<file path="config.mk">
export PLATFORM = sky130hd
export DESIGN_NAME = epiu_top
export DESIGN_NICKNAME = d
export VERILOG_FILES = /design/src/verilog/epiu_pkg.sv /design/src/verilog/epiu_top.sv
export SDC_FILE = /design/constraint.sdc
export NUM_CORES = 1
export LEC_CHECK = 0
export BUFFER_PORTS_ARGS = -buffer_cell sky130_fd_sc_hd__buf_2
export CAP_MARGIN = 25
export CORE_MARGIN = 2
export CORE_UTILIZATION = 25
export CTS_CLUSTER_DIAMETER = 100
export DETAILED_ROUTE_END_ITERATION = 8
export GPL_TIMING_DRIVEN = 1
export SLEW_MARGIN = 0
export SYNTH_ARGS = -nofsm -noshare
export SYNTH_HDL_FRONTEND = slang
export SYNTH_SLANG_ARGS = --single-unit
</file>
<file path="constraint.sdc">
create_clock -name clk_sys_i -period 2 [get_ports clk_sys_i]
set_input_delay 0.4 -clock clk_sys_i [delete_from_list [all_inputs] [get_ports clk_sys_i]]
set_output_delay 0.4 -clock clk_sys_i [all_outputs]
set_load 0.05 [all_outputs]
</file>
<file path="src/verilog/epiu_pkg.sv">
// external pin interrupt unit: shared offsets, field positions, codes
// assumes an 8-bit register port and one 100 MHz system clock
package epiu_pkg;

   // ----------------------------------------------------------------
   // register offsets
   // ----------------------------------------------------------------
   localparam logic [7:0] OFS_PCHG_MASK0  = 8'h0f;
   localparam logic [7:0] OFS_PCHG_MASK1  = 8'h10;
   localparam logic [7:0] OFS_PCHG_FLAGS  = 8'h11;
   localparam logic [7:0] OFS_PCHG_ENABLE = 8'h12;
   localparam logic [7:0] OFS_EXT_MASK    = 8'h13;
   localparam logic [7:0] OFS_EXT_FLAGS   = 8'h14;
   localparam logic [7:0] OFS_EXT_SENSE   = 8'h15;
   localparam logic [7:0] OFS_EVT_STATUS  = 8'h16;
   localparam logic [7:0] OFS_EVT_MASK    = 8'h17;

   // ----------------------------------------------------------------
   // reset values and field positions
   // ----------------------------------------------------------------
   localparam logic [7:0] RST_BYTE        = 8'h00;
   localparam int         BIT_EXT_ZERO    = 0;  // mask / flag bit
   localparam int         BIT_GRP0        = 0;  // group enable / flag
   localparam int         BIT_GRP1        = 1;
   localparam int         GRP0_LINES      = 8;
   localparam int         GRP1_LINES      = 4;
   localparam int         ALL_LINES       = GRP0_LINES + GRP1_LINES;
   localparam int         EVT_BITS        = 3;  // ext, grp0, grp1

   // ----------------------------------------------------------------
   // sense codes for the dedicated line
   // ----------------------------------------------------------------
   typedef enum logic [1:0] {
      SENSE_LOW  = 2'h0,
      SENSE_ANY  = 2'h1,
      SENSE_FALL = 2'h2,
      SENSE_RISE = 2'h3
   } epiu_sense_t;

   // ----------------------------------------------------------------
   // vector codes presented with a service request
   // ----------------------------------------------------------------
   localparam logic [1:0] VEC_NONE        = 2'h0;
   localparam logic [1:0] VEC_EXT_ZERO    = 2'h1;
   localparam logic [1:0] VEC_PCHG_ZERO   = 2'h2;
   localparam logic [1:0] VEC_PCHG_ONE    = 2'h3;

endpackage : epiu_pkg

</file>
<file path="src/verilog/epiu_top.sv">
// external pin interrupt unit: dedicated line plus twelve pin-change
// lines, flags, enables, vectored request and a wake indication
// assumes pins already synchronous to clk_sys_i and a cpu that
// pulses svc_ack_i with the vector it is about to run
//
// Notes on behaviour
// - sense code 00 low level, 01 any change, 10 falling, 11 rising
// - dedicated line sampled first; pulses over one clock caught in the edge and change modes
// - dedicated request only with global enable and own mask; own vector
// - line activity requests even when the pin drives as output
// - edge or change on dedicated line sets its flag
// - flags clear on service or by writing a one
// - dedicated flag held clear while level sensing selected
// - group one: unmasked change on lines 11..8 requests, own vector
// - group zero: unmasked change on lines 7..0 requests, own vector
// - change on lines 11..8 sets group one flag; jump when enabled
// - change on lines 7..0 sets group zero flag; jump when enabled
// - group zero mask at 0x0f, reset zero, one bit per line
// - group one mask at 0x10, bits 3..0 gate lines 11..8
// - pin changes detected for wake only while clk_sys_i runs
// - dedicated edges never wake; an unmasked low level wakes, also only with the clock
module epiu_top #(
   parameter int ADDR_W = 8
) (
   input  wire logic                              clk_sys_i,
   input  wire logic                              rst_i,
   input  wire logic [ADDR_W-1:0]                 reg_addr_i,
   input  wire logic [7:0]                        reg_wdata_i,
   input  wire logic                              reg_wr_i,
   input  wire logic                              reg_rd_i,
   output logic      [7:0]                        reg_rdata_o,
   input  wire logic                              ext_line_zero_i,
   input  wire logic [epiu_pkg::ALL_LINES-1:0]    pinchg_line_i,
   input  wire logic                              global_int_enable_i,
   input  wire logic                              svc_ack_i,
   input  wire logic [1:0]                        svc_vector_i,
   output logic                                   int_req_o,
   output logic      [1:0]                        int_vector_o,
   output logic                                   irq_o,
   output logic                                   wake_o
);

   // ----------------------------------------------------------------
   // elaboration checks
   // ----------------------------------------------------------------
   if (ADDR_W < 5 || ADDR_W > 8) begin : g_bad_addr
      $error("epiu_top: ADDR_W must lie between 5 and 8");
   end

   // ----------------------------------------------------------------
   // registers
   // ----------------------------------------------------------------
   logic [7:0]                        pchg_mask0_q;
   logic [3:0]                        pchg_mask1_q;
   logic [1:0]                        pchg_en_q;
   logic [1:0]                        pchg_flag_q;
   logic [1:0]                        pchg_flag_d;
   logic                              ext_mask_q;
   logic                              ext_flag_q;
   logic                              ext_flag_d;
   epiu_pkg::epiu_sense_t             sense_q;
   logic [epiu_pkg::EVT_BITS-1:0]     evt_status_q;
   logic [epiu_pkg::EVT_BITS-1:0]     evt_status_d;
   logic [epiu_pkg::EVT_BITS-1:0]     evt_mask_q;
   logic                              ext_smp_q;
   logic                              ext_prev_q;
   logic [epiu_pkg::ALL_LINES-1:0]    pin_smp_q;
   logic [epiu_pkg::ALL_LINES-1:0]    pin_prev_q;
   logic [1:0]                        prime_q;
   logic [7:0]                        rdata_q;
   logic                              int_req_q;
   logic [1:0]                        int_vec_q;
   logic                              irq_q;
   logic                              wake_q;

   // ----------------------------------------------------------------
   // address decode
   // ----------------------------------------------------------------
   wire [7:0] addr8      = 8'(reg_addr_i);
   wire       wr_mask0   = reg_wr_i && addr8 == epiu_pkg::OFS_PCHG_MASK0;
   wire       wr_mask1   = reg_wr_i && addr8 == epiu_pkg::OFS_PCHG_MASK1;
   wire       wr_pflags  = reg_wr_i && addr8 == epiu_pkg::OFS_PCHG_FLAGS;
   wire       wr_pen     = reg_wr_i && addr8 == epiu_pkg::OFS_PCHG_ENABLE;
   wire       wr_emask   = reg_wr_i && addr8 == epiu_pkg::OFS_EXT_MASK;
   wire       wr_eflags  = reg_wr_i && addr8 == epiu_pkg::OFS_EXT_FLAGS;
   wire       wr_sense   = reg_wr_i && addr8 == epiu_pkg::OFS_EXT_SENSE;
   wire       wr_estat   = reg_wr_i && addr8 == epiu_pkg::OFS_EVT_STATUS;
   wire       wr_evmask  = reg_wr_i && addr8 == epiu_pkg::OFS_EVT_MASK;

   // ----------------------------------------------------------------
   // sampling and transition detection
   // ----------------------------------------------------------------
   // prime_q hides the first compare after reset, where the previous
   // sample is a reset constant and not a real pin level
   wire       primed     = prime_q[1];
   wire       ext_rise   = primed && ext_smp_q && !ext_prev_q;
   wire       ext_fall   = primed && !ext_smp_q && ext_prev_q;
   wire [epiu_pkg::ALL_LINES-1:0] pin_chg;

   // one change detector per pin-change line
   for (genvar i = 0; i < epiu_pkg::ALL_LINES; i++) begin : g_chg
      assign pin_chg[i] = primed && (pin_smp_q[i] ^ pin_prev_q[i]);
   end

   // sample every pin once, then keep the previous sample
   // no direction input: an output-driven pin is seen like any other
   always_ff @(posedge clk_sys_i or posedge rst_i) begin
      if (rst_i) begin
         ext_smp_q  <= 1'b1;
         ext_prev_q <= 1'b1;
         pin_smp_q  <= '0;
         pin_prev_q <= '0;
         prime_q    <= 2'h0;
      end else begin
         ext_smp_q  <= ext_line_zero_i;
         ext_prev_q <= ext_smp_q;
         pin_smp_q  <= pinchg_line_i;
         pin_prev_q <= pin_smp_q;
         prime_q    <= {prime_q[0], 1'b1};
      end
   end

   // ----------------------------------------------------------------
   // dedicated line trigger selection
   // ----------------------------------------------------------------
   wire sense_low  = sense_q == epiu_pkg::SENSE_LOW;
   wire ext_hit    = (sense_q == epiu_pkg::SENSE_ANY  && (ext_rise || ext_fall))
                   || (sense_q == epiu_pkg::SENSE_FALL && ext_fall)
                   || (sense_q == epiu_pkg::SENSE_RISE && ext_rise);
   // level request follows the sampled pin; it vanishes when the pin
   // rises, so a short low may never be serviced
   wire ext_level  = sense_low && !ext_smp_q;

   // ----------------------------------------------------------------
   // pin-change group hits
   // ----------------------------------------------------------------
   wire [1:0] grp_hit;
   assign grp_hit[0] = |(pin_chg[7:0] & pchg_mask0_q);
   assign grp_hit[1] = |(pin_chg[11:8] & pchg_mask1_q);

   // ----------------------------------------------------------------
   // flag clears: write-one or service of the matching vector
   // ----------------------------------------------------------------
   wire ack_ext   = svc_ack_i && svc_vector_i == epiu_pkg::VEC_EXT_ZERO;
   wire ack_g0    = svc_ack_i && svc_vector_i == epiu_pkg::VEC_PCHG_ZERO;
   wire ack_g1    = svc_ack_i && svc_vector_i == epiu_pkg::VEC_PCHG_ONE;
   wire clr_ext   = ack_ext
                  || (wr_eflags && reg_wdata_i[epiu_pkg::BIT_EXT_ZERO]);
   wire [1:0] clr_grp;
   assign clr_grp[0] = ack_g0
                     || (wr_pflags && reg_wdata_i[epiu_pkg::BIT_GRP0]);
   assign clr_grp[1] = ack_g1
                     || (wr_pflags && reg_wdata_i[epiu_pkg::BIT_GRP1]);

   // next flag values; a hit in the clearing cycle wins over the clear
   assign ext_flag_d  = sense_low ? 1'b0
                      : (ext_hit || (ext_flag_q && !clr_ext));
   assign pchg_flag_d = grp_hit | (pchg_flag_q & ~clr_grp);

   // ----------------------------------------------------------------
   // vectored request, fixed priority by vector number
   // ----------------------------------------------------------------
   wire req_ext = global_int_enable_i && ext_mask_q
                && (sense_low ? ext_level : ext_flag_q);
   wire req_g0  = global_int_enable_i && pchg_en_q[epiu_pkg::BIT_GRP0]
                && pchg_flag_q[0];
   wire req_g1  = global_int_enable_i && pchg_en_q[epiu_pkg::BIT_GRP1]
                && pchg_flag_q[1];
   wire [1:0] vec_sel = req_ext ? epiu_pkg::VEC_EXT_ZERO
                      : req_g0  ? epiu_pkg::VEC_PCHG_ZERO
                      : req_g1  ? epiu_pkg::VEC_PCHG_ONE
                      : epiu_pkg::VEC_NONE;

   // ----------------------------------------------------------------
   // event status for the summary interrupt line
   // ----------------------------------------------------------------
   wire [epiu_pkg::EVT_BITS-1:0] evt_set = {grp_hit, ext_hit && !sense_low};
   wire [epiu_pkg::EVT_BITS-1:0] evt_clr =
      wr_estat ? reg_wdata_i[epiu_pkg::EVT_BITS-1:0] : '0;
   assign evt_status_d = evt_set | (evt_status_q & ~evt_clr);

   // wake: registered here, so a stopped-clock wake needs the same
   // terms rebuilt from raw pins in the always-on domain
   wire wake_d = (ext_mask_q && ext_level) || (|grp_hit);

   // ----------------------------------------------------------------
   // read mux; unmapped addresses and reserved bits read zero
   // ----------------------------------------------------------------
   wire [7:0] rd_mux =
        addr8 == epiu_pkg::OFS_PCHG_MASK0  ? pchg_mask0_q
      : addr8 == epiu_pkg::OFS_PCHG_MASK1  ? {4'h0, pchg_mask1_q}
      : addr8 == epiu_pkg::OFS_PCHG_FLAGS  ? {6'h00, pchg_flag_q}
      : addr8 == epiu_pkg::OFS_PCHG_ENABLE ? {6'h00, pchg_en_q}
      : addr8 == epiu_pkg::OFS_EXT_MASK    ? {7'h00, ext_mask_q}
      : addr8 == epiu_pkg::OFS_EXT_FLAGS   ? {7'h00, ext_flag_q}
      : addr8 == epiu_pkg::OFS_EXT_SENSE   ? {6'h00, sense_q}
      : addr8 == epiu_pkg::OFS_EVT_STATUS  ? {5'h00, evt_status_q}
      : addr8 == epiu_pkg::OFS_EVT_MASK    ? {5'h00, evt_mask_q}
      : epiu_pkg::RST_BYTE;

   // ----------------------------------------------------------------
   // software-written control registers
   // ----------------------------------------------------------------
   always_ff @(posedge clk_sys_i or posedge rst_i) begin
      if (rst_i) begin
         pchg_mask0_q <= epiu_pkg::RST_BYTE;
         pchg_mask1_q <= 4'h0;
         pchg_en_q    <= 2'h0;
         ext_mask_q   <= 1'b0;
         sense_q      <= epiu_pkg::SENSE_LOW;
         evt_mask_q   <= '0;
      end else begin
         if (wr_mask0)  pchg_mask0_q <= reg_wdata_i;
         if (wr_mask1)  pchg_mask1_q <= reg_wdata_i[3:0];
         if (wr_pen)    pchg_en_q    <= reg_wdata_i[1:0];
         if (wr_emask)  ext_mask_q   <= reg_wdata_i[0];
         if (wr_sense)  sense_q      <=
            epiu_pkg::epiu_sense_t'(reg_wdata_i[1:0]);
         if (wr_evmask) evt_mask_q   <= reg_wdata_i[epiu_pkg::EVT_BITS-1:0];
      end
   end

   // ----------------------------------------------------------------
   // flags, status and registered outputs
   // ----------------------------------------------------------------
   always_ff @(posedge clk_sys_i or posedge rst_i) begin
      if (rst_i) begin
         ext_flag_q   <= 1'b0;
         pchg_flag_q  <= 2'h0;
         evt_status_q <= '0;
         rdata_q      <= epiu_pkg::RST_BYTE;
         int_req_q    <= 1'b0;
         int_vec_q    <= epiu_pkg::VEC_NONE;
         irq_q        <= 1'b0;
         wake_q       <= 1'b0;
      end else begin
         ext_flag_q   <= ext_flag_d;
         pchg_flag_q  <= pchg_flag_d;
         evt_status_q <= evt_status_d;
         rdata_q      <= reg_rd_i ? rd_mux : epiu_pkg::RST_BYTE;
         int_req_q    <= vec_sel != epiu_pkg::VEC_NONE;
         int_vec_q    <= vec_sel;
         irq_q        <= |(evt_status_d & evt_mask_q);
         wake_q       <= wake_d;
      end
   end

   assign reg_rdata_o  = rdata_q;
   assign int_req_o    = int_req_q;
   assign int_vector_o = int_vec_q;
   assign irq_o        = irq_q;
   assign wake_o       = wake_q;
endmodule : epiu_top

</file>
* After elaboration in Yosys (flattened, before gate mapping) *
Cells that the tools add are included.

storage, ports and cells
  word-level logic and storage cells = 133
  input bits = 37
  output and inout port bits = 13
  register bits = 67

operators by class
  equality and inequality tests = 15
  bitwise gates (word level) = 21
  multiplexer cells = 16
  reductions and logical operators = 62

operators with widths
  operator                                             count
  equality test 8 x 5 -> 1 bit, second input constant  8
  logical AND 1 bit                                    44
  2-to-1 mux 3 bit                                     8
  2-to-1 mux 8 bit                                     2
  OR reduction 12 bit                                  1
  XOR 1 bit                                            12
  bitwise AND 8 bit                                    1
  equality test 2 bit, second input constant           4
  equality test 8 x 4 -> 1 bit, second input constant  1
  logical OR 1 bit                                     8
  OR reduction 8 bit                                   1
  bitwise AND 3 bit                                    2
  2-to-1 mux 2 bit                                     3
  bitwise AND 4 bit                                    1
  equality test 2 x 1 -> 1 bit, second input constant  2
  zero test 1 bit                                      4
  2-to-1 mux 4 bit                                     1
  OR reduction 4 bit                                   1
  inverter 3 bit                                       1
  OR 3 bit                                             1
  OR reduction 3 bit                                   1
  bitwise AND 2 bit                                    1
  zero test 2 bit                                      1
  2-to-1 mux 1 bit                                     2
  3 further kinds                                      3

* Longest topological paths before layout *
Gate-level depths: netlist of the first run.

  word-level depth = 11
  depth in mapped cells = 6
  gate-level depth less buffers = 5

* Least setup slack after synthesis of the first run *
Ideal clock, no wire load.

  path kind = input-to-reg
  start point = input port reg_addr_i[5]
  end point = register irq_q, in the netlist irq_o
  path buffers = 1
  required time = 1876 ps
  arrival = 1487 ps
  setup slack = 389 ps
  setup time = 124 ps
  stages = 6
  path through = nor3_4 and4b_1 buf_4 nand4_1 a21o_1 a211o_1

on the way
  cells in the longest elaborated chain, start to end = 8

RTL lines
  item                              RTL line         text
  from (decl)                       epiu_top.sv:27   input wire logic [ADDR_W-1:0] reg_addr_i,
  equality test 8 x 5 -> 1 bit      epiu_top.sv:87   wire wr_estat = reg_wr_i && addr8 == epiu_pkg::OFS_EVT_STATUS;
  logical AND 1 bit                 epiu_top.sv:87
  2-to-1 mux 3 bit                  epiu_top.sv:179  wr_estat ? reg_wdata_i[epiu_pkg::EVT_BITS-1:0] : '0;
  inverter 3 bit                    epiu_top.sv:180  assign evt_status_d = evt_set | (evt_status_q & ~evt_clr);
  bitwise AND 3 bit                 epiu_top.sv:180
  OR 3 bit                          epiu_top.sv:180
  named net evt_status_d (one bit)  epiu_top.sv:63   logic [epiu_pkg::EVT_BITS-1:0] evt_status_d;
  bitwise AND 3 bit                 epiu_top.sv:243  irq_q <= |(evt_status_d & evt_mask_q);
  OR reduction 3 bit                epiu_top.sv:243
  to (signal assigned)              epiu_top.sv:243
  to (decl)                         epiu_top.sv:73   logic irq_q;

The timed path passes the listed nets, and every way through them passes these cells.
A chain may end at the register's enable or synchronous reset.

* Final worst setup path of the first run *
  start point = register pin_prev_q[6] (netlist name)
  end point = register irq_q, in the netlist irq_o

on the way
  cells in the longest elaborated chain, start to end = 7

RTL lines
  item                              RTL line         text
  from (decl)                       epiu_top.sv:68   logic [epiu_pkg::ALL_LINES-1:0] pin_prev_q;
  from (signal assigned)            epiu_top.sv:118  pin_prev_q <= pin_smp_q;
  XOR 1 bit                         epiu_top.sv:102  assign pin_chg[i] = primed && (pin_smp_q[i] ^ pin_prev_q[i]);
  logical AND 1 bit                 epiu_top.sv:102
  bitwise AND 8 bit                 epiu_top.sv:138  assign grp_hit[0] = |(pin_chg[7:0] & pchg_mask0_q);
  OR reduction 8 bit                epiu_top.sv:138
  OR 3 bit                          epiu_top.sv:180
  named net evt_status_d (one bit)  epiu_top.sv:63
  bitwise AND 3 bit                 epiu_top.sv:243
  OR reduction 3 bit                epiu_top.sv:243

The timed path passes the listed nets, and every way through them passes these cells.

==> results of run 1 <==
==> metal layers <==
| metal | wire length, µm | up-vias |
|---|---|---|
| met5 | 0 | - |
| met1 | 2820 | 926 |
| met4 | 96 | 0 |
| li1 | - | 861 |
| met3 | 361 | 11 |
| met2 | 2730 | 58 |
==> through the flow <==
stage	hold WS [ns]	cell area, µm²	setup WS, ns	cells
final	0.124	3320	0.310	405
after detailed placement	0.335	3140	0.142	389
after floorplan	0.331	2700	0.389	203
after CTS	0.147	3320	0.283	405
after global routing	0.135	3320	0.243	405
after global placement	0.332	3140	0.148	389
==> cell usage in the layout, fill, tap and decap left out, types with 4 or more instances in the layout <==
cell / instances
sky130_fd_sc_hd__a22oi_1: 10
sky130_fd_sc_hd__xor2_1: 12
sky130_fd_sc_hd__buf_4: 5
sky130_fd_sc_hd__a21oi_1: 5
sky130_fd_sc_hd__clkbuf_8: 10
sky130_fd_sc_hd__nor2_1: 11
sky130_fd_sc_hd__a21o_1: 5
sky130_fd_sc_hd__and3_1: 6
sky130_fd_sc_hd__nand2_1: 9
sky130_fd_sc_hd__mux2_2: 22
sky130_fd_sc_hd__nand3_1: 5
sky130_fd_sc_hd__buf_2: 49
sky130_fd_sc_hd__dfrtp_1: 65
sky130_fd_sc_hd__nand4b_1: 4
sky130_fd_sc_hd__clkinvlp_4: 4
sky130_fd_sc_hd__nor2b_1: 5
==> area by class of cell <==
| type | instances | area (µm²) |
|---|---|---|
| clock buffers | 10 | 138 |
| clock inverters | 6 | 41.3 |
| fillers | 1063 | 7050 |
| inverters | 3 | 15.0 |
| multi-input cells | 128 | 977 |
| flip-flops and latches | 67 | 1680 |
| well taps | 136 | 170 |
| repair buffers | 55 | 303 |
==> Yosys cell counts, types with 3 or more instances <==
cell type,n
sky130_fd_sc_hd__nand4b_1,4
sky130_fd_sc_hd__nor2b_1,5
sky130_fd_sc_hd__a21o_1,5
sky130_fd_sc_hd__dfrtp_1,65
sky130_fd_sc_hd__a21oi_1,5
sky130_fd_sc_hd__xor2_1,12
sky130_fd_sc_hd__nand2_1,9
sky130_fd_sc_hd__mux2_2,22
sky130_fd_sc_hd__nand4_1,3
sky130_fd_sc_hd__a22oi_1,10
sky130_fd_sc_hd__nor2_1,11
sky130_fd_sc_hd__inv_1,3
sky130_fd_sc_hd__nand3_1,5
sky130_fd_sc_hd__and3_1,6
==> final timing paths <==
path                       slack [ns]       endpoint             start  depth (start not counted)
hold reg to reg                  0.36     prime_q[1]        prime_q[0]                          0
hold / removal                   0.12  pin_prev_q[2]             rst_i                          3
max in group asynchronous        1.55     ext_prev_q             rst_i                          3
min in group clk_sys_i           0.16   pin_smp_q[6]  pinchg_line_i[6]                          1
setup / recovery                 0.31          irq_o     pin_prev_q[6]                          5
setup reg to reg                 0.31          irq_o     pin_prev_q[6]                          5
==> where the power goes <==
| group | leakage (nW) | switching, mW | total, mW | internal [mW] |
|---|---|---|---|---|
| logic | 0.653 | 0.162 | 0.295 | 0.133 |
| registers | 0.852 | 0.0705 | 1.52 | 1.45 |
| clock network | 0.0843 | 0.511 | 0.991 | 0.480 |
| total | 1.59 | 0.744 | 2.81 | 2.06 |
==> critical path: stages (launching register included) <==
cell and delay [ns]:
sky130_fd_sc_hd__dfrtp_1 0.38, sky130_fd_sc_hd__xor2_1 0.16, sky130_fd_sc_hd__a22oi_1 0.22, sky130_fd_sc_hd__a41oi_1 0.25, sky130_fd_sc_hd__a21o_1 0.24, sky130_fd_sc_hd__a211o_1 0.31
==> state kept, by name, indices dropped and copies added, names as in the netlist <==
register      count
ext_smp_q         1
int_req_o         1
prime_q           2
wake_o            1
pchg_flag_q       2
evt_status_q      3
int_vector_o      2
ext_mask_q        1
ext_prev_q        1
pchg_mask0_q      8
irq_o             1
sense_q           2
reg_rdata_o       8
pchg_en_q         2
pchg_mask1_q      4
evt_mask_q        3
pin_prev_q       12
pin_smp_q        12
ext_flag_q        1
==> cells by family (layout without fill, tap and decap cells) <==
logic type / after synthesis / after routing / share of synthesized area
buffers and inverters: 8 / 74 / 0.0135
AOI/OAI and AO/OA: 35 / 35 / 0.0953
muxes: 25 / 25 / 0.109
DFF: 67 / 67 / 0.624
xor gates and xnor gates: 12 / 12 / 0.0390
and+or+nand+nor: 55 / 55 / 0.118
other: 1 / 1 / 0.00139
==> impl_summary.log, run 1 <==
[metrics] total nets after synthesis: 240
[metrics] starting utilization of the core area: 0.260
[metrics] boundary pin count: 50
[metrics] number of max-cap violations: 0
[metrics] busiest layer in global routing: met2
[metrics] Synth area leader: sky130_fd_sc_hd__dfrtp_1
[metrics] Die Footprint: 11,600 µm²
[metrics] Mapped Cells: 203
[metrics] drt total wl: 6010 µm
[metrics] total power divided by cell area: 845 nW/µm²
[metrics] number of rows created at floorplan: 37
[metrics] buffers from clock root to sink, at most: 2
[metrics] initial antenna violation count: 0
[metrics] Data arrival, critical path: 1.91 ns
[metrics] number of nets with antenna violations after routing: 0
[metrics] via count of the first global-routing pass: 1,949
[metrics] number of nets in the finished design: 301
[metrics] clock slew at reported path FFs: 0.08 ns
[metrics] per-instance average area after synthesis: 13.3 µm²
[metrics] DP Wirelength: 4390 µm
[metrics] share of final-layout standard cells stronger than drive strength 1: 0.379
[metrics] Setup TNS Final: 0 ns
[metrics] number of remaining DRC errors: 0
[metrics] fraction of met3 tracks used by global routing: 0.0363
[metrics] endpoint kind of the worst setup timing path: flop
[metrics] DR pass1 iterations: 4
[metrics] number of enable flip-flop cells after synthesis: 0
[metrics] fin util: 0.320
[metrics] floorplan die height: 108 µm
[metrics] total number of H-tree levels: 3
[metrics] Final Hold Viols: 0
[metrics] Pins Over Slew Limit: 0
[metrics] share of the cycle needed by the critical path after routing: 0.845
[metrics] first-pass GRT wire length: 9850 µm
[metrics] class of the most critical setup path: reg2reg
[metrics] number of vias per cell after detailed routing: 4.58
[metrics] critical path startpoint category: flop
[metrics] overall global routing resource usage: 0.113
[metrics] hold crit path type: in2async
[metrics] share of flip-flops with an asynchronous set or reset: 1.00
[metrics] count of hold-fix buffers inserted at cts: 0
[metrics] Distinct cells, synth: 44
[metrics] IO Port Bufs: 49
[metrics] clk sinks: 67
[metrics] final worst clock skew: 0.00852 ns
[metrics] number of warnings reported in the yosys synthesis log: 0
[metrics] status: finished, final reports clean
[metrics] final setup violation count: 0
[metrics] static power due to leakage: 1.59 nW
[metrics] share of synthesized area occupied by flip-flops and latches: 0.624
[metrics] leftover overflow at the end of global routing: 0
[metrics] area overhead of the layout relative to synthesis: 23.4%
[metrics] met2 Resource Use GR: 0.173
[metrics] portion of synthesized cell area occupied by the leading cell type: 0.604
[metrics] number of resized instances in the post-cts repair step: 0
[metrics] largest vdd supply drop: 280 µV
[metrics] register bit count reported by yosys: 67
[metrics] core area: 10,400 µm²
[metrics] count of vias placed by the detailed router: 1,856
[metrics] final total power: 2.81 mW
[metrics] global-route met1 utilization: 0.146
[metrics] final worst path period need: 1.69 ns
[metrics] TritonCTS clock tree: done
[metrics] unrepaired setup endpoints after global routing: false
[metrics] required time at the worst-slack endpoint: 2.21 ns
[metrics] Syn Std Cell Area: 2690 µm²
[metrics] drt first-iter violations: 72
[metrics] clock insertion delay at the later pin of the skew report: 0.34 ns
[metrics] ANT cells: 0
[metrics] post-detailed-route wirelength per cell: 14.8 µm
[metrics] die width: 108 µm
[metrics] postcts setup bufs: 0
[metrics] highest fanout seen on the critical path: 3
[metrics] pin count of the biggest net entering global routing: 68
[metrics] Synth Flop Type: sky130_fd_sc_hd__dfrtp_1
[metrics] buffer cell driving the clock tree root: sky130_fd_sc_hd__clkbuf_8
[metrics] CTS buffer count: 9
[metrics] largest cells by area after synthesis: sky130_fd_sc_hd__dfrtp_1, sky130_fd_sc_hd__mux2_2, sky130_fd_sc_hd__xor2_1
[metrics] RePlAce Congestion: 0.819
[metrics] FMAX: 592 MHz
No activity file was read; power rests on OpenSTA's default activity.
==> inputs of run 2 (changes only) <==
--- a/config.mk
+++ b/config.mk
@@ -5,6 +5,7 @@
 export SDC_FILE = /design/constraint.sdc
 export NUM_CORES = 1
 export LEC_CHECK = 0
+export ABC_AREA = 1
 export BUFFER_PORTS_ARGS = -buffer_cell sky130_fd_sc_hd__buf_2
 export CAP_MARGIN = 25
 export CORE_MARGIN = 2
==> constraint.sdc (replaced) <==
create_clock -name clk_sys_i -period 1.4 [get_ports clk_sys_i]
set_input_delay 0.28 -clock clk_sys_i [delete_from_list [all_inputs] [get_ports clk_sys_i]]
set_output_delay 0.28 -clock clk_sys_i [all_outputs]
set_load 0.05 [all_outputs]
==> run 2 against run 1 <==
  * Clock skew down 0.0015 ns
  * Power rose by 44%
  * Combinational power grew 35%
  * Wire length is 12% higher
  * Area after synthesis up 1.7%
  * Die area grew 1.6%
  * Clock power up 55%
  * Worst setup slack worse by 0.31 ns
  * Largest cell class unchanged
  * Largest power group unchanged
==> impl_summary.log, run 2 <==
[metrics] overall global routing resource usage: 0.124 (+0.0109)
[metrics] count of hold-fix buffers inserted at cts: 0 (unchanged)
[metrics] DP Wirelength: 4800 µm (+9.3%)
[metrics] DR pass1 iterations: 4 (unchanged)
[metrics] buffer cell driving the clock tree root: sky130_fd_sc_hd__clkbuf_8
[metrics] die width: 109 µm (+0.80%)
[metrics] cell types with the highest counts after synthesis: sky130_fd_sc_hd__dfrtp_1, sky130_fd_sc_hd__nand2_1, sky130_fd_sc_hd__inv_1, sky130_fd_sc_hd__o21ai_0, sky130_fd_sc_hd__nand3_1
[metrics] total power divided by cell area: 1120 nW/µm² (+33%)
[metrics] total nets after synthesis: 324 (+35%)
[metrics] number of warnings reported in the yosys synthesis log: 0 (unchanged)
[metrics] number of inserted filler cells in the final layout: 1,121 (+5.5%)
[metrics] Mapped Cells: 287 (+41%)
[metrics] unrepaired setup endpoints after global routing: true
[metrics] Cells after DPL: 496 (+28%)
[metrics] RePlAce Congestion: 0.845 (+3.2%)
[metrics] share of flip-flops with an asynchronous set or reset: 1.00 (unchanged)
[metrics] TritonCTS clock tree: done
[metrics] number of nets with antenna violations after routing: 0 (unchanged)
[metrics] area overhead of the layout relative to synthesis: 31.8%
[metrics] per-instance average area after synthesis: 9.54 µm² (-28%)
[metrics] commonest cells after routing, fill and taps aside: sky130_fd_sc_hd__dfrtp_1, sky130_fd_sc_hd__nand2_1, sky130_fd_sc_hd__buf_2
[metrics] cell breakdown of the critical path: or2_4, nand3_2, nand4_1, o21ai_2, nand2_1, nand2_1, nand3_2
[metrics] number of nets in the finished design: 410 (+36%)
[metrics] share of the cycle needed by the critical path after routing: 0.997 (+0.152)
[metrics] number of remaining DRC errors: 0 (unchanged)
[metrics] static power due to leakage: 1.81 nW (+14%)
[metrics] ANT cells: 0 (unchanged)
[metrics] delay contributed by the slowest stage of the critical path: 0.38 ns (about the same)
[metrics] final worst clock skew: 0.00705 ns (-0.00147 ns)
[metrics] required time at the worst-slack endpoint: 1.62 ns (-0.59 ns)
[metrics] footprint of the multi-input gates: 966 µm² (-1.2%)
[metrics] fin util: 0.336 (+0.0154)
[metrics] critical path startpoint category: flop
[metrics] number of rows created at floorplan: 38 (+2.7%)
[metrics] class of the most critical setup path: reg2reg
[metrics] clock slew at reported path FFs: 0.07 ns (about the same)
[metrics] share of final-layout standard cells stronger than drive strength 1: 0.311 (-0.0680)
[metrics] floorplan die height: 109 µm (+0.80%)
[metrics] drt first-iter violations: 116 (+61%)
[metrics] leftover overflow at the end of global routing: 0 (unchanged)
[metrics] number of max-cap violations: 0 (unchanged)
[metrics] worst reg2reg path endpoint: irq_o
[metrics] core area: 10,700 µm² (+3.6%)
[metrics] FMAX: 716 MHz (+21%)
[metrics] boundary pin count: 50 (unchanged)
[metrics] clock insertion delay at the later pin of the skew report: 0.35 ns (about the same)
[metrics] first-pass GRT wire length: 11,000 µm (+12%)
[metrics] Synth area leader: sky130_fd_sc_hd__dfrtp_1
[metrics] final total power: 4.06 mW (+44%)
[metrics] cell area after placement: 3330 µm² (+5.9%)
[metrics] Data arrival, critical path: 1.62 ns (-0.29 ns)
[metrics] clk sinks: 67 (unchanged)
[metrics] count of vias placed by the detailed router: 2,212 (+19%)
[metrics] Worst Reg-to-Reg Cells: 7 (+2)
[metrics] largest registers in the final layout: pin_prev_q: 12 flops, pin_smp_q: 12 flops
[metrics] buffers from clock root to sink, at most: 2 (unchanged)
[metrics] register bit count reported by yosys: 67 (unchanged)
[metrics] drt total wl: 6740 µm (+12%)
[metrics] flip-flop and latch area: 1680 µm² (unchanged)
[metrics] portion of synthesized cell area occupied by the leading cell type: 0.594 (-0.00994)
[metrics] Final Hold Viols: 0 (unchanged)
[metrics] final setup violation count: 0 (unchanged)
[metrics] most frequent standard cell in the layout excluding fill and tap cells: sky130_fd_sc_hd__dfrtp_1
[metrics] Syn Std Cell Area: 2740 µm² (+1.7%)
[metrics] number of enable flip-flop cells after synthesis: 0 (unchanged)
[metrics] CTS buffer count: 9 (unchanged)
[metrics] Synth Flop Type: sky130_fd_sc_hd__dfrtp_1
[metrics] share of synthesized area occupied by flip-flops and latches: 0.613 (-0.0103)
[metrics] status: finished, final reports clean
[metrics] Die Footprint: 11,800 µm² (+1.6%)
[metrics] initial antenna violation count: 2 (+2)
[metrics] hold crit path type: in2async
[metrics] post-detailed-route wirelength per cell: 13.1 µm (-12%)
[metrics] via count of the first global-routing pass: 2,276 (+17%)
[metrics] number of vias per cell after detailed routing: 4.29 (-6.5%)
[metrics] final worst path period need: 1.40 ns (-0.295 ns)
[metrics] Distinct cells, synth: 24 (-45%)
[metrics] IO Port Bufs: 49 (unchanged)
[metrics] final instance area: 3610 µm² (+8.6%)
[metrics] largest cells by area after synthesis: sky130_fd_sc_hd__dfrtp_1, sky130_fd_sc_hd__nand2_1, sky130_fd_sc_hd__o21ai_0
[metrics] cell with the most instances after synthesis: sky130_fd_sc_hd__dfrtp_1
[metrics] flop2flop setup slack: 0.004 ns (-0.31 ns)
[metrics] pin count of the biggest net entering global routing: 68 (unchanged)
[metrics] total number of H-tree levels: 3 (unchanged)
[metrics] worst r2r src: pin_prev_q[3]
[metrics] CP max-delay cell: sky130_fd_sc_hd__dfrtp_1
[metrics] endpoint kind of the worst setup timing path: flop
[metrics] Pins Over Slew Limit: 0 (unchanged)
[metrics] largest vdd supply drop: 386 µV (+38%)
[metrics] starting utilization of the core area: 0.255 (-0.00488)
[metrics] highest fanout seen on the critical path: 2 (-1)
[metrics] worst setup path endpoint: irq_o
[metrics] post-layout instance count excluding filler cells: 516 (+27%)
[metrics] crit path from: pin_prev_q[3]
-- run 2: cell types whose count changed in the layout (fill, tap and decap cells not counted), sizes merged, moves of 12 or more --
cell   previous run  this run
buf              55        77
inv               2        35
mux2             24         5
nand2             9        65
nand3             5        26
o21ai             2        34
xor2             12         0
-- run 2: worst min-delay path by stage --
stage	cells past startpoint	slack, ns	from	endpoint
floorplan	0	0.28	ext_line_zero_i	ext_smp_q
CTS	1	0.009	ext_line_zero_i	ext_smp_q
finish	3	0.02	rst_i	int_req_o
detailed placement	0	0.34	prime_q[0]	prime_q[1]
global route	1	0.007	ext_line_zero_i	ext_smp_q
global placement	0	0.33	prime_q[0]	prime_q[1]
-- run 2: cell type report --
cell class / instances / share of cell area
Clock inverter: 3 / 0.0111
Inverter: 36 / 0.0385
Clock buffer: 11 / 0.0392
Sequential cell: 67 / 0.465
Timing Repair Buffer: 77 / 0.130
Multi-Input combinational cell: 182 / 0.268
Tap cell: 140 / 0.0485
-- run 2: stage by stage --
stage / hold slack, ns / setup slack, ns / setup TNS (ns)
CTS: 0.00926 / 0.00308 / 0
finish: 0.0226 / 0.00424 / 0
global placement: 0.332 / -0.307 / -4.00
detailed placement: 0.336 / -0.312 / -4.68
floorplan: 0.284 / -0.0345 / -0.0690
global route: 0.00690 / -0.0724 / -0.107
-- run 2: power by group --
part,leakage (nW),total [mW],switching [mW],internal [mW]
combinational,0.866,0.398,0.243,0.154
sequential,0.846,2.12,0.0752,2.04
clock,0.0950,1.54,0.696,0.846
-- run 2: metal layers --
| layer | global-route usage | up-vias | part of all wire | wire length, µm |
|---|---|---|---|---|
| li1 | - | 1109 | - | - |
| met2 | 0.190 | 54 | 0.45 | 3010 |
| met4 | 0.0650 | 2 | 0.030 | 204 |
| met1 | 0.150 | 1029 | 0.45 | 3060 |
| met3 | 0.0472 | 18 | 0.067 | 450 |
| met5 | 0 | - | 0.0019 | 13 |
-- run 2: cell families after synthesis --
family / count (synthesis) / share of synthesized area
simple gates: 124 / 0.204
flops: 67 / 0.613
compound gates: 52 / 0.103
buf+inv: 38 / 0.0548
mux: 5 / 0.0233
other cells: 1 / 0.00137
-- run 2: critical path: cells and delay by family (launching register included) --
kind             cells  cell delay [ns]
AND/OR/NAND/NOR      6             0.71
flip-flops           1             0.38
AO/OA/AOI/OAI        1             0.19
-- run 2: what timing repair did --
action	4_1_cts	5_1_grt
setup endpoints to repair	5	13
setup buffers	1	5
gates resized for setup	6	11
pin swaps	2	5
